$ cat config.mk
export PLATFORM = sky130hd
export DESIGN_NAME = pmt8_top
export DESIGN_NICKNAME = d
export VERILOG_FILES = /design/src/logic/pmt8_pkg.sv /design/src/logic/pmt8_top.sv
export VERILOG_INCLUDE_DIRS = /design/src /design/src/logic
export SDC_FILE = /design/constraint.sdc
export NUM_CORES = 1
export LEC_CHECK = 0
export ABC_AREA = 1
export BUFFER_PORTS_ARGS = -buffer_cell sky130_fd_sc_hd__buf_4
export CAP_MARGIN = 20
export CORE_ASPECT_RATIO = 0.75
export CORE_MARGIN = 10
export CORE_UTILIZATION = 54
export CTS_CLUSTER_DIAMETER = 40
export DETAILED_ROUTE_END_ITERATION = 8
export PLACE_DENSITY = 0.88
export RECOVER_POWER = 50
export REMOVE_ABC_BUFFERS = 1
export SLEW_MARGIN = 10
export SYNTH_ARGS = -nofsm -noshare
export SYNTH_HDL_FRONTEND = slang
export SYNTH_SLANG_ARGS = --single-unit
$ cat constraint.sdc
create_clock -name mclk -period 4.5 [get_ports mclk]
set_clock_uncertainty 0.2 [all_clocks]
set_input_delay 0.225 -clock mclk [delete_from_list [all_inputs] [get_ports mclk]]
set_output_delay 0.225 -clock mclk [all_outputs]
set_load 0.05 [all_outputs]
$ cat src/logic/pmt8_defines.svh
// Purpose: named constants of the eight-bit period match timer
// Assumes: 32-bit classic Wishbone register bus, word addressed by adr[4:2]
// Notes:   definitions only
`ifndef PMT8_DEFINES_SVH
`define PMT8_DEFINES_SVH

// ==========================================================
// register word indices
`define PMT8_IDX_COUNT     3'h0
`define PMT8_IDX_PERIOD    3'h1
`define PMT8_IDX_CONTROL   3'h2
`define PMT8_IDX_FLAG      3'h3
`define PMT8_IDX_ENABLE    3'h4
`define PMT8_ADR_MSB       4
`define PMT8_ADR_LSB       2

// ==========================================================
// control field layout
`define PMT8_PS_MSB        1
`define PMT8_PS_LSB        0
`define PMT8_RUN_BIT       2
`define PMT8_POST_MSB      6
`define PMT8_POST_LSB      3
`define PMT8_IRQ_BIT       1

// ==========================================================
// codes, terminal counts, reset values
`define PMT8_PS_DIV1       2'h0
`define PMT8_PS_DIV4       2'h1
`define PMT8_PRE_TC1       4'h0
`define PMT8_PRE_TC4       4'h3
`define PMT8_PRE_TC16      4'hF
`define PMT8_QTR_TC        2'h3
`define PMT8_COUNT_RST     8'h00
`define PMT8_PERIOD_RST    8'hFF
`define PMT8_CTL_RST       7'h00
`define PMT8_DATA_ZERO     32'h0000_0000
`define PMT8_HI_ZERO       24'h00_0000
`define PMT8_FLAG_HI_ZERO  30'h0000_0000
`define PMT8_BIT0_ZERO     1'h0

`endif

$ cat src/logic/pmt8_pkg.sv
// Purpose: types of the eight-bit period match timer
// Assumes: pmt8_defines.svh holds the numbers
// Notes:   one packed struct carries all state except the reset synchronizer
package pmt8_pkg;

	typedef struct packed {
		logic [1:0]  qtr;
		logic [3:0]  pre;
		logic [3:0]  post;
		logic [7:0]  cnt;
		logic [7:0]  per;
		logic [6:0]  ctl;
		logic        flag;
		logic        ien;
		logic        ack;
		logic [31:0] dat;
		logic        match;
		logic        shclk;
	} pmt8_state_t;

endpackage : pmt8_pkg

$ cat src/logic/pmt8_top.sv
// Purpose: eight-bit period match timer with pre/postscaler and match interrupt
// Assumes: mclk 25 MHz, classic Wishbone slave, rst_n asynchronous active low
// Notes:   instruction clock is mclk divided by four
//
// Functional notes
// - When running the count advances by one from zero on each prescaled instruction clock tick (mclk/4).
// - A four-bit prescale counter divides ticks by 1, 4 or 16 for prescale codes 00, 01 and 1x.
// - The count is compared with the period value at each increment and an equal value yields the match signal.
// - A match returns the count to zero at the next increment and advances the postscale counter.
// - The postscale field selects 1:1 through 1:16 as code plus one matches per flag.
// - The postscaler sets the latched flag in bit 1 of the flag register, and bit 1 of the enable register gates the interrupt.
// - Reset clears the count and sets the period value to all ones.
// - Writes to the count or the control register, and any reset, clear both scaler counters.
// - A control write leaves the count unchanged.
// - Control bit 2 switches the timer on and off.
// - Count and period value are readable and writable eight-bit registers.
// - Control bit 7 is unimplemented and reads as zero.
// - The unscaled match pulse is exported as a time base, and a register that toggles on each match is exported as a serial shift clock.
`timescale 1ns/1ps
`default_nettype none
`include "pmt8_defines.svh"

module pmt8_top (
	input  wire logic        mclk,
	input  wire logic        rst_n,
	input  wire logic        ce,
	input  wire logic        wb_cyc_i,
	input  wire logic        wb_stb_i,
	input  wire logic        wb_we_i,
	input  wire logic [31:0] wb_adr_i,
	input  wire logic [31:0] wb_dat_i,
	input  wire logic [3:0]  wb_sel_i,
	output logic      [31:0] wb_dat_o,
	output logic             wb_ack_o,
	output logic             irq,
	output logic             match_pulse,
	output logic             shift_clk
);
	import pmt8_pkg::*;

	// ==========================================================
	// reset release
	logic [1:0] rst_sync_r;
	logic       rst_l;

	always_ff @(posedge mclk or negedge rst_n) begin
		if (!rst_n) begin
			rst_sync_r <= 2'h0;
		end else begin
			rst_sync_r <= {rst_sync_r[0], 1'b1};
		end
	end

	assign rst_l = rst_sync_r[1];

	// ==========================================================
	// state
	localparam pmt8_state_t ST_RST = '{
		qtr:   2'h0,
		pre:   4'h0,
		post:  4'h0,
		cnt:   `PMT8_COUNT_RST,
		per:   `PMT8_PERIOD_RST,
		ctl:   `PMT8_CTL_RST,
		flag:  1'b0,
		ien:   1'b0,
		ack:   1'b0,
		dat:   `PMT8_DATA_ZERO,
		match: 1'b0,
		shclk: 1'b0
	};

	pmt8_state_t s_r;
	pmt8_state_t s_nxt;

	logic       acc;
	logic       wr;
	logic       tick;
	logic       inc;
	logic       set_flag;
	logic       clr_flag;
	logic       run;
	logic [3:0] pre_tc;
	logic [2:0] idx;
	logic [7:0] wbyte;

	// ==========================================================
	// next state
	always_comb begin
		s_nxt    = s_r;
		acc      = wb_cyc_i & wb_stb_i & ~s_r.ack;
		wr       = acc & wb_we_i & wb_sel_i[0];
		idx      = wb_adr_i[`PMT8_ADR_MSB:`PMT8_ADR_LSB];
		wbyte    = wb_dat_i[7:0];
		run      = s_r.ctl[`PMT8_RUN_BIT];
		tick     = (s_r.qtr == `PMT8_QTR_TC);
		inc      = 1'b0;
		set_flag = 1'b0;
		clr_flag = 1'b0;
		s_nxt.ack   = acc;
		s_nxt.match = 1'b0;

		// instruction clock divider
		s_nxt.qtr = s_r.qtr + 2'h1;

		// prescaler terminal count
		case (s_r.ctl[`PMT8_PS_MSB:`PMT8_PS_LSB])
			`PMT8_PS_DIV1: pre_tc = `PMT8_PRE_TC1;
			`PMT8_PS_DIV4: pre_tc = `PMT8_PRE_TC4;
			default:       pre_tc = `PMT8_PRE_TC16;
		endcase

		// counters hold while off
		if (run && tick) begin
			if (s_r.pre == pre_tc) begin
				s_nxt.pre = 4'h0;
				inc       = 1'b1;
			end else begin
				s_nxt.pre = s_r.pre + 4'h1;
			end
		end

		if (inc) begin
			if (s_r.cnt == s_r.per) begin
				s_nxt.cnt   = `PMT8_COUNT_RST;
				s_nxt.match = 1'b1;
				s_nxt.shclk = ~s_r.shclk;
				if (s_r.post == s_r.ctl[`PMT8_POST_MSB:`PMT8_POST_LSB]) begin
					s_nxt.post = 4'h0;
					set_flag   = 1'b1;
				end else begin
					s_nxt.post = s_r.post + 4'h1;
				end
			end else begin
				s_nxt.cnt = s_r.cnt + 8'h01;
			end
		end

		// register reads
		if (acc) begin
			case (idx)
				`PMT8_IDX_COUNT:   s_nxt.dat = {`PMT8_HI_ZERO, s_r.cnt};
				`PMT8_IDX_PERIOD:  s_nxt.dat = {`PMT8_HI_ZERO, s_r.per};
				`PMT8_IDX_CONTROL: s_nxt.dat = {`PMT8_HI_ZERO, 1'b0, s_r.ctl};
				`PMT8_IDX_FLAG:    s_nxt.dat = {`PMT8_FLAG_HI_ZERO, s_r.flag, `PMT8_BIT0_ZERO};
				`PMT8_IDX_ENABLE:  s_nxt.dat = {`PMT8_FLAG_HI_ZERO, s_r.ien, `PMT8_BIT0_ZERO};
				default:           s_nxt.dat = `PMT8_DATA_ZERO;
			endcase
		end

		// register writes override the counting above
		if (wr) begin
			case (idx)
				`PMT8_IDX_COUNT: begin
					s_nxt.cnt  = wbyte;
					s_nxt.pre  = 4'h0;
					s_nxt.post = 4'h0;
				end
				`PMT8_IDX_PERIOD: begin
					s_nxt.per = wbyte;
				end
				`PMT8_IDX_CONTROL: begin
					s_nxt.ctl  = wbyte[6:0];
					s_nxt.pre  = 4'h0;
					s_nxt.post = 4'h0;
				end
				`PMT8_IDX_FLAG: begin
					clr_flag = wbyte[`PMT8_IRQ_BIT];
				end
				`PMT8_IDX_ENABLE: begin
					s_nxt.ien = wbyte[`PMT8_IRQ_BIT];
				end
				default: begin
					s_nxt.ien = s_r.ien;
				end
			endcase
		end

		// set wins over a same-cycle clear
		s_nxt.flag = (s_r.flag & ~clr_flag) | set_flag;
	end

	// ==========================================================
	// state register
	always_ff @(posedge mclk or negedge rst_l) begin
		if (!rst_l) begin
			s_r <= ST_RST;
		end else if (ce) begin
			s_r <= s_nxt;
		end
	end

	// ==========================================================
	// outputs
	assign wb_dat_o    = s_r.dat;
	assign wb_ack_o    = s_r.ack;
	assign irq         = s_r.flag & s_r.ien;
	assign match_pulse = s_r.match;
	assign shift_clk   = s_r.shclk;

endmodule : pmt8_top
`default_nettype wire

Word level (Yosys, flattened, before mapping)

Cells that the tools add are included.
W data, S select, Z words.

Register bits after elaboration: 72
Input bits: 74

Add/subtract/negate cells: 4
Equal/unequal tests: 9
Multiplexer cells: 22
Bitwise logic cells: 10
Reductions and logical operators: 9

Operators by type and width:

| operator              | number |
|---|---|
| $pmux W8 S5           | 1 |
| $mux W8               | 4 |
| $mux W31              | 1 |
| $mux W4               | 4 |
| $mux W12              | 1 |
| $reduce_and A3 Y1     | 4 |
| $add A4 B1 Y4 const B | 2 |
| $add A8 B1 Y8 const B | 1 |
| $eq A4 B4 Y1          | 2 |
| $eq A8 B8 Y1          | 1 |
| $pmux W4 S2           | 1 |
| $mux W1               | 7 |
| $mux W7               | 1 |
| $and A1 B1 Y1         | 6 |
| $eq A3 B2 Y1 const B  | 2 |
| $mux W2               | 2 |
| $eq A3 B1 Y1 const B  | 1 |
| $eq A3 B3 Y1 const B  | 1 |
| $logic_not A3 Y1      | 1 |
| $not A1 Y1            | 3 |
| $add A2 B1 Y2 const B | 1 |
| $eq A2 B1 Y1 const B  | 1 |
| $eq A2 B2 Y1 const B  | 1 |
| $logic_not A2 Y1      | 1 |
| 4 further kinds       | 4 |

Logic depth before layout (Yosys ltp)

Gate-level depths: netlist of the first run.

Word-level depth: 8
Depth in mapped cells: 12

Least setup slack after synthesis of the first run

No wires, ideal clock.

Path kind: register to register
From: register s_r (netlist bit wb_ack_o)
To: register s_r[59] in the netlist's numbering
Arrival time: 1516 ps
Path slack: 2707 ps
Cell stages (with the launch flop): 8
Path buffers: 0
Cell sequence: dfrtp_1 > nor2_2 > nand3_2 > nor3_4 > inv_2 > o21ai_0 > inv_1 > a21oi_1

Cells in the longest elaborated chain, start to end: 5

Ends and longest elaborated chain:

| item                       | RTL line        | text |
|---|---|---|
| from (decl)                | pmt8_top.sv:73  | `pmt8_state_t s_r;` |
| from (signal assigned)     | pmt8_top.sv:189 | `s_r <= s_nxt;` |
| $not A1 Y1                 | pmt8_top.sv:91  | `acc = wb_cyc_i & wb_stb_i & ~s_r.ack;` |
| $and A1 B1 Y1              | pmt8_top.sv:91  |  |
| $and A1 B1 Y1 (2 in a row) | pmt8_top.sv:92  | `wr = acc & wb_we_i & wb_sel_i[0];` |
| $mux W31                   | pmt8_top.sv:152 | `if (wr) begin` |

No other way between the ends.
A chain may end at the register's enable or synchronous reset.

==> impl_results.md, run 1 <==
- DRT iter0 DRCs: 271
- Synth warn: 0
- Post-layout min period: 2.03 ns
- Detailed placement HPWL: 5180 um
- Number of H-tree levels: 2
- Fmax: 494 MHz
- Peak supply drop: 0.189 mV
- Final core utilization: 60.4%
- I/O pin cnt: 110
- Leak pwr: 1.64 nW
- Gr ovfl total: 0
- Sum Neg Setup Slack: 0 ns
- Status: finished with violations
- Pin count of the biggest net entering global routing: 47
- Synth cell types: 38
- Cell taking the most area after synthesis: dfrtp_1
- Die area: 8970 um2
- Max FO, Critical Path: 46
- Hold/Removal Path Class: input port to asynchronous set/reset pin
- Post-CTS Resized: 0
- Total GRT Usage: 15.3%
- Clock Latency Late Sink: 0.31 ns
- Clock tree from TritonCTS: yes
- Post-route antenna net violation count: 0
- CTS Buf Count: 5
- Setup crit start kind: flip-flop
- Mean routed wirelength per cell: 14.0 um
- Worst hold slack: 0.00765 ns
- Die width: 106 um
- Slack of the critical path: 2.47 ns
- Core ar.: 5350 um2
- Area contributors post-synth: dfrtp_1, nand2_1, buf_4
- FF+latch count, synth: 48
- Cells after Synth: 399
- Place WS: 2.59 ns
- Commonest cells post-synth: nand2_1, inv_1, dfrtp_1
- Post-synthesis cell area: 3000 um2
- Power density over the cells: 356 nW/um2
- Number of synthesized flops with an enable pin: 0
- Synth-to-Final Area Change: 7.63%
- Crit. End Element: asynchronous set/reset pin
- Die H: 84.6 um
- Final setup viols: 0
- Syn avg cell area: 7.53 um2
- Worst Path Arrival: 1.90 ns
- Via density: 5.24
- WS Path Type: flip-flop to asynchronous set/reset pin
- Post-synth ARST share: 100%
- Max-slew violation count: 47
- Dominant synthesized flop cell: dfrtp_1
- Routed wire length: 7040 um
- Violated checks: capacitance limit, slew limit
- Fin. Hold Viols: 0
- Vias in the first global route: 2413
- Ant diodes: 0
- Final nets: 503
- CTS clock-pin slew for the worst setup and hold paths: 0.09 ns
- Max_cap viols: 1
- Most frequent cell after synthesis: nand2_1
- Detailed Routing Iterations Pass 1: 5
- Clk sinks: 48
- Setup bufs post-CTS: 0
- Synth top area share: 33.3%
- Clock tree buffer depth: 2
- Final period utilization: 45.0%
- Root Buffer: clkbuf_8
- RSZ-0062 raised after global routing: no
- Least-Margin Pin Slew: 1.80 ns
- Initial antenna violation count: 0
- Final Wtd Congestion: 0.946
- Worst rel slew slack: -20.0%
- Starting density of the core: 56.1%
- Overall via count from detail_route: 2626
- Dpl cells: 487
- Share of cells above drive strength 1: 14.8%
- First-pass GRT wire length: 11400 um
- Port Buffers: 29
- Non-filler cells, final: 501
- Worst EP required: 4.38 ns
- # DRC: 0
- Sequential share of the synthesized area: 40.3%
- # rows: 23
[cells in the final DEF, fill, tap and decap left out, types with 3 or more instances in the layout]
master	netlist	routed
xnor2_1	4	4
inv_2	11	11
nor3_1	3	3
nand3_1	23	23
dfstp_2	8	8
a21oi_1	14	14
nand4_1	3	3
dfrtp_1	40	40
a221oi_1	4	4
buf_4	32	17
ha_1	4	4
nand2_2	4	4
nor2_1	21	21
dlygate4sd3_1	0	6
conb_1	2	25
clkbuf_8	0	7
nand2_1	106	106
inv_1	46	46
xor2_1	4	4
clkbuf_1	3	13
o21ai_1	11	11
nor2_2	5	5
o21ai_0	30	30
[per-layer routing]
metal | part of all wire, % | vias to the layer above | GRT usage, %
li1 | - | 1265 | -
met1 | 44 | 1215 | 19.9
met2 | 43 | 133 | 23.5
met3 | 11 | 13 | 5.19
met4 | 1.2 | 0 | 4.79
met5 | 0 | - | 0
[sequential cells by signal (all words and copies together) (netlist names)]
name         cells
s_r             34
wb_dat_o         8
shift_clk        1
wb_ack_o         1
run              1
match_pulse      1
rst_sync_r       2
[logic make-up after synthesis]
family	share of synthesized area [%]
xor+xnor	2.87
buf+inv	16.7
other cells	0.250
compound gates	12.3
fa+ha+maj	1.67
simple gates	25.8
flops	40.3
[path summary, 6_finish.rpt]
check / cells past startpoint / end / slack (ns) / start
min in group mclk: 4 / s_r[36]$_DFFE_PN0P_ / 0.01 / wb_dat_i[1]
worst min-delay path: 2 / rst_sync_r[1]$_DFF_PN0_ / 0.008 / rst_n
worst max register to register: 0 / wb_dat_o[3]$_DFFE_PN0P_ / 2.47 / rst_sync_r[1]$_DFF_PN0_
worst min register to register: 0 / rst_sync_r[1]$_DFF_PN0_ / 0.16 / rst_sync_r[0]$_DFF_PN0_
max in group mclk: 7 / s_r[58]$_DFFE_PN0P_ / 2.56 / s_r[52]$_DFFE_PN0P_
worst max-delay path: 0 / wb_dat_o[3]$_DFFE_PN0P_ / 2.47 / rst_sync_r[1]$_DFF_PN0_
[power by group]
part           total, mW  switching, mW  internal [mW]  leakage, nW
logic              0.308          0.212         0.0963        0.995
clock network      0.288          0.148          0.140       0.0515
registers          0.556         0.0651          0.491        0.597
[stage by stage]
stage          total power [mW]  area (um2)
2_1_floorplan             0.788        2810
3_3_place_gp              0.856        3120
5_1_grt                    1.22        3230
3_5_place_dp              0.871        3120
4_1_cts                    1.16        3280
6_report                   1.15        3230
[what timing repair did]
item / CTS / global route
endpoints found under the setup margin: 0 / 0
hold buffers: 6 / 0
hold endpoints to repair: 10 / 0
[final cells by class]
class,instances,area (um2)
multi-input cells,277,1380
well taps,75,93.8
repair buffers,35,233
clock buffers,8,100
flip-flops and latches,48,1210
fillers,487,2120
inverters,58,219
Note: power is estimated with default switching activity, not from simulation.
==> inputs of run 2 (changes only) <==
--- a/config.mk
+++ b/config.mk
@@ -11,10 +11,10 @@
 export CAP_MARGIN = 20
 export CORE_ASPECT_RATIO = 0.75
 export CORE_MARGIN = 10
-export CORE_UTILIZATION = 54
+export CORE_UTILIZATION = 50
 export CTS_CLUSTER_DIAMETER = 40
 export DETAILED_ROUTE_END_ITERATION = 8
-export PLACE_DENSITY = 0.88
+export PLACE_DENSITY = 0.83
 export RECOVER_POWER = 50
 export REMOVE_ABC_BUFFERS = 1
 export SLEW_MARGIN = 10
==> constraint.sdc (replaced) <==
create_clock -name mclk -period 2 [get_ports mclk]
set_clock_uncertainty 0.2 [all_clocks]
set_input_delay 0.1 -clock mclk [delete_from_list [all_inputs] [get_ports mclk]]
set_output_delay 0.1 -clock mclk [all_outputs]
set_load 0.05 [all_outputs]
==> run 2 against run 1 <==
  * The flow now finishes without violations
  * Cell area is 4.5% higher
  * Clock power increased by 110%
  * Via count fell by 1.2%
  * Worst hold slack worse by 0.0025 ns
  * Sequential share of layout area fell by 1.6 points
  * Sequential cell count is the same
  * Count of clock-buffer cells in the layout is the same
  * First-iteration DRC count down 20%
  * Cell count increased by 3.2%
  * Power grew 120%
  * Critical path depth is 10 higher
  * Largest cell class unchanged
  * Highest routed layer unchanged
==> impl_results.md, run 2 (synthesis gave the netlist of run 1 again) <==
- Final period utilization: 93.1%
- Largest register FFs: 34
- Post-route cell area: 3380 um2
- Crit. End Element: flip-flop
- Pin count of the biggest net entering global routing: 28
- Worst EP required: 2.00 ns
- Share of cells above drive strength 1: 18.7%
- Sw Share: 36.9%
- Peak supply drop: 0.403 mV
- Overall via count from detail_route: 2595
- Clock Latency Late Sink: 0.31 ns
- Clock tree from TritonCTS: yes
- Die area: 9540 um2
- Most common cell after layout, fill and taps aside: nand2_1
- Starting density of the core: 51.5%
- Sequential power share: 48.1%
- Detailed placement HPWL: 5390 um
- Area of the multi-input gates: 1380 um2
- Commonest cells after routing, fill and taps aside: nand2_1, inv_1, dfrtp_1, buf_4, o21ai_0
- Vias in the first global route: 2507
- Sum Neg Setup Slack: 0 ns
- Comb pwr share: 28.3%
- Die width: 109 um
- Dpl cell area: 3190 um2
- Mean routed wirelength per cell: 14.0 um
- WS Path Type: flip-flop to flip-flop
- Via density: 5.02
- Clock tree buffer depth: 2
- Reg-to-reg startpoint: s_r[47]$_DFFE_PN1P_
- Hold/Removal Path Class: input port to flip-flop
- Port Buffers: 29
- Fmax: 537 MHz
- Internal: 1.63 mW
- First-pass GRT wire length: 12000 um
- Max-slew violation count: 0
- Status: finished clean
- Top reg by flops: s_r
- Max FO, Critical Path: 5
- Post-layout min period: 1.86 ns
- # rows: 24
- Setup bufs post-CTS: 0
- Ant diodes: 0
- Critical path origin: s_r[47]$_DFFE_PN1P_
- Total GRT Usage: 15.7%
- Post-route antenna net violation count: 0
- Number of H-tree levels: 2
- FILL cells: 541
- Net Sw Power: 953 uW
- Fin. Hold Viols: 0
- Worst Path Arrival: 1.86 ns
- I/O pin cnt: 110
- Initial antenna violation count: 0
- # DRC: 0
- DRT iter0 DRCs: 216
- Max_cap viols: 0
- Final nets: 516
- Leak pwr: 1.74 nW
- Final Wtd Congestion: 0.953
- Root Buffer: clkbuf_8
- Synth-to-Final Area Change: 12.5%
- Clk sinks: 48
- Die H: 87.1 um
- Register area: 1210 um2
- Routed wire length: 7230 um
- Least-Margin Pin Slew: 0.814 ns
- Detailed Routing Iterations Pass 1: 5
- RSZ-0062 raised after global routing: no
- Power density over the cells: 765 nW/um2
- Gr ovfl total: 0
- Final setup viols: 0
- Core ar.: 5830 um2
- Worst hold start: wb_adr_i[4]
- CTS clock-pin slew for the worst setup and hold paths: 0.08 ns
- Setup crit start kind: flip-flop
- Worst rel slew slack: 45.7%
- Clk pwr share: 23.6%
- CTS Buf Count: 5
[run 2: layer usage]
layer | GRT usage, % | share of wire (%) | vias up
met4 | 5.31 | 1.3 | 0
met2 | 23.5 | 43 | 104
met5 | 0 | 0 | -
li1 | - | - | 1282
met1 | 20.9 | 46 | 1199
met3 | 4.73 | 9.7 | 10
[run 2: layout make-up]
cell class | count | share of cell area [%]
clock buffer | 8 | 2.67
inverter | 58 | 6.56
multi-input combinational | 277 | 40.9
sequential | 48 | 35.9
tap | 78 | 2.89
timing repair buffer | 48 | 11.1
[run 2: worst paths after layout]
kind | end | slack [ns] | depth (start not counted)
worst max-delay path | shift_clk$_DFFE_PN0P_ | 0.14 | 10
worst min-delay path | s_r[36]$_DFFE_PN0P_ | 0.005 | 5
worst max register to register | shift_clk$_DFFE_PN0P_ | 0.14 | 10
worst min register to register | s_r[55]$_DFFE_PN0P_ | 0.14 | 0
max in group asynchronous | s_r[36]$_DFFE_PN0P_ | 0.30 | 1
min in group asynchronous | s_r[55]$_DFFE_PN0P_ | 0.14 | 0
[run 2: timing repair]
action	in CTS	in global routing
endpoints found under the hold margin	29	0
endpoints found under the setup margin	0	19
hold buffers	11	0
gates resized for setup	0	5
[run 2: critical path: stages (launching register included)]
cell and delay (ns):
dfstp_2 0.56, inv_1 0.04, nand2_1 0.04, nand2_1 0.05, nor2_1 0.16, nand2_1 0.12, nor2_4 0.18, nand2_4 0.09
clkinv_2 0.09, nand2_2 0.09, xnor2_2 0.13
[run 2: per-stage QoR]
stage               std cells  hold slack (ns)  power, mW  util [%]  worst slack (ns)
floorplan                 383           -0.396       1.77         -             0.207
global placement          498           -0.317       1.94      54.8             0.163
detailed placement        498           -0.317       1.97      54.8            0.0819
CTS                       517          0.00208       2.59      58.3            0.0731
global route              517           0.0524       2.76      58.0            0.0154
finish                    517          0.00511       2.58      58.0             0.137
[run 2: power by group through the flow]
stage	registers (mW)	logic [mW]	clock network (mW)
finish	1.24	0.730	0.610
detailed placement	1.26	0.710	0
CTS	1.24	0.731	0.618
floorplan	1.30	0.476	0
global placement	1.25	0.690	0
global route	1.27	0.825	0.667
==> inputs of run 3 (changes only) <==
==> constraint.sdc (replaced) <==
create_clock -name mclk -period 2.12 [get_ports mclk]
set_clock_uncertainty 0.2 [all_clocks]
set_input_delay 0.106 -clock mclk [delete_from_list [all_inputs] [get_ports mclk]]
set_output_delay 0.106 -clock mclk [all_outputs]
set_load 0.05 [all_outputs]
==> run 3 against run 2 <==
  * Utilization increased by 0.13 points
  * Maximum frequency decreased by 7.1%
  * Clock power increased by 17%
  * Worst hold slack improved by 0.062 ns
  * Combinational power decreased by 4.9%
  * Wire length decreased by 1.6%
  * Critical path depth decreased by 3
  * Cell area increased by 0.22%
  * Die area unchanged
  * Critical path type unchanged
  * Largest cell class unchanged
  * Highest routed layer unchanged
==> impl_results.md, run 3 (synthesis gave the netlist of run 1 again) <==
- Post-layout min period: 2.01 ns
- Slowest Stage Delay on Critical Path: 0.47 ns
- Max-slew violation count: 0
- Total GRT Usage: 15.1%
- Worst R2R End: s_r[58]$_DFFE_PN0P_
- Sum Neg Setup Slack: 0 ns
- Hold/Removal Path Class: input port to flip-flop
- Non-filler cells, final: 514
- Worst rel slew slack: 22.5%
- Ant diodes: 0
- Least-Margin Pin Slew: 1.16 ns
- Status: finished clean
- Fmax: 499 MHz
- CTS clock-pin slew for the worst setup and hold paths: 0.09 ns
- Detailed Routing Iterations Pass 1: 5
- Critical path buffer and inverter count: 1
- WS Path Type: flip-flop to flip-flop
- Share of cells above drive strength 1: 17.9%
- Final setup viols: 0
- Power density over the cells: 760 nW/um2
- DRT iter0 DRCs: 258
- Most common cell after layout, fill and taps aside: nand2_1
- Commonest cells after routing, fill and taps aside: nand2_1, inv_1, dfrtp_1, o21ai_0, buf_4
- Initial antenna violation count: 0
- RSZ-0062 raised after global routing: no
- Starting density of the core: 51.5%
- I/O pin cnt: 110
- Max FO, Critical Path: 6
- Max_cap viols: 0
- Vias in the first global route: 2463
- Mean routed wirelength per cell: 13.8 um
- Clock tree buffer depth: 2
- Met1 wire length: 3270 um
- DR WL met2: 3050 um
- Final Wtd Congestion: 0.959
- Largest register FFs: 34
- Port Buffers: 29
- First-pass GRT wire length: 11800 um
- Final Power: 2.57 mW
- Met3 wire len: 708 um
- Fin. Hold Viols: 0
- Final period utilization: 94.6%
- Root Buffer: clkbuf_8
- Worst Path Arrival: 2.04 ns
- Clk sinks: 48
- Routed wire length: 7120 um
- Detailed placement HPWL: 5110 um
- Gr ovfl total: 0
- # rows: 24
- Reg-to-reg startpoint: s_r[52]$_DFFE_PN0P_
- Number of H-tree levels: 2
- Dpl cells: 494
- Hold-critical path depth: 4
- CTS Buf Count: 5
- Top Family by Delay on Critical Path: simple AND/OR/NAND/NOR gates
- Die area: 9540 um2
- Crit. End Element: flip-flop
- Hold worst-path end: s_r[35]$_DFFE_PN0P_
- Setup crit start kind: flip-flop
- Leak pwr: 1.73 nW
- Die width: 109 um
- Post-route antenna net violation count: 0
- Crit path depth: 7
- Clock Latency Late Sink: 0.31 ns
- Worst Reg-to-Reg Cells: 7
- Final nets: 513
- Via density: 5.07
- Setup bufs post-CTS: 0
- Pin count of the biggest net entering global routing: 47
- Clock tree from TritonCTS: yes
- Dpl cell area: 3160 um2
- Die H: 87.1 um
- Critical-path cell list: ha_1 > inv_1 > nor3_1 > nand2_1 > o21ai_0 > nand3_1 > a21oi_1
- Post-route cell area: 3380 um2
- Worst path slowest cell: dfrtp_1
- Overall via count from detail_route: 2607
- Peak supply drop: 0.394 mV
- # DRC: 0
- Synth-to-Final Area Change: 12.7%
- Worst EP required: 2.15 ns
- Top reg by flops: s_r
- Flop2flop setup slack: 0.11 ns
- Max layer used: met4
- Core ar.: 5830 um2
- Worst hold start: wb_adr_i[4]
## run 3: layout make-up
| class | count | area, um2 |
|---|---|---|
| clock inverters | 2 | 38.8 |
| fillers | 542 | 2440 |
| flip-flops and latches | 48 | 1210 |
| clock buffers | 6 | 82.6 |
| repair buffers | 45 | 354 |
| well taps | 78 | 97.6 |
| multi-input cells | 277 | 1380 |
| inverters | 58 | 219 |
## run 3: how the worst max path moves through the flow
| stage | startpoint | end | slack (ns) |
|---|---|---|---|
| after floorplan | wb_ack_o$_DFFE_PN0P_ | s_r[59]$_DFFE_PN0P_ | 0.33 |
| after global placement | s_r[68]$_DFFE_PN0P_ | s_r[55]$_DFFE_PN0P_ | 0.28 |
| after detailed placement | s_r[68]$_DFFE_PN0P_ | s_r[59]$_DFFE_PN0P_ | 0.23 |
| after CTS | wb_ack_o$_DFFE_PN0P_ | s_r[36]$_DFFE_PN0P_ | 0.12 |
| after global routing | s_r[52]$_DFFE_PN0P_ | s_r[58]$_DFFE_PN0P_ | 0.005 |
| final | s_r[52]$_DFFE_PN0P_ | s_r[58]$_DFFE_PN0P_ | 0.11 |
## run 3: metal layers
metal	global-route usage (%)	vias up
met5	0	-
met2	23.0	120
met3	3.48	11
met1	21.1	1199
li1	-	1277
met4	3.66	0
## run 3: where the power goes
part / switching [mW] / total (mW) / internal [mW]
clock: 0.326 / 0.712 / 0.386
sequential: 0.123 / 1.17 / 1.04
combinational: 0.469 / 0.694 / 0.225
total: 0.918 / 2.57 / 1.65
## run 3: worst reg2reg max path, stage by stage, from the launching register on
cell	delay (ns)
dfrtp_1	0.47
ha_1	0.22
inv_1	0.05
nor3_1	0.44
nand2_1	0.10
o21ai_0	0.21
nand3_1	0.11
a21oi_1	0.13
## run 3: through the flow
step | util [%] | worst slack (ns) | hold WS, ns
after CTS | 58.5 | 0.125 | 0.0603
final | 58.1 | 0.114 | 0.0667
after detailed placement | 54.3 | 0.229 | -0.311
after global routing | 58.1 | 0.00507 | 0.104
after global placement | 54.3 | 0.279 | -0.312
after floorplan | - | 0.327 | -0.390
## run 3: what timing repair did
action | in CTS | in global routing
hold endpoints to repair | 28 | 0
gates resized for setup | 0 | 1
hold buffers | 12 | 0
setup endpoints to repair | 0 | 1
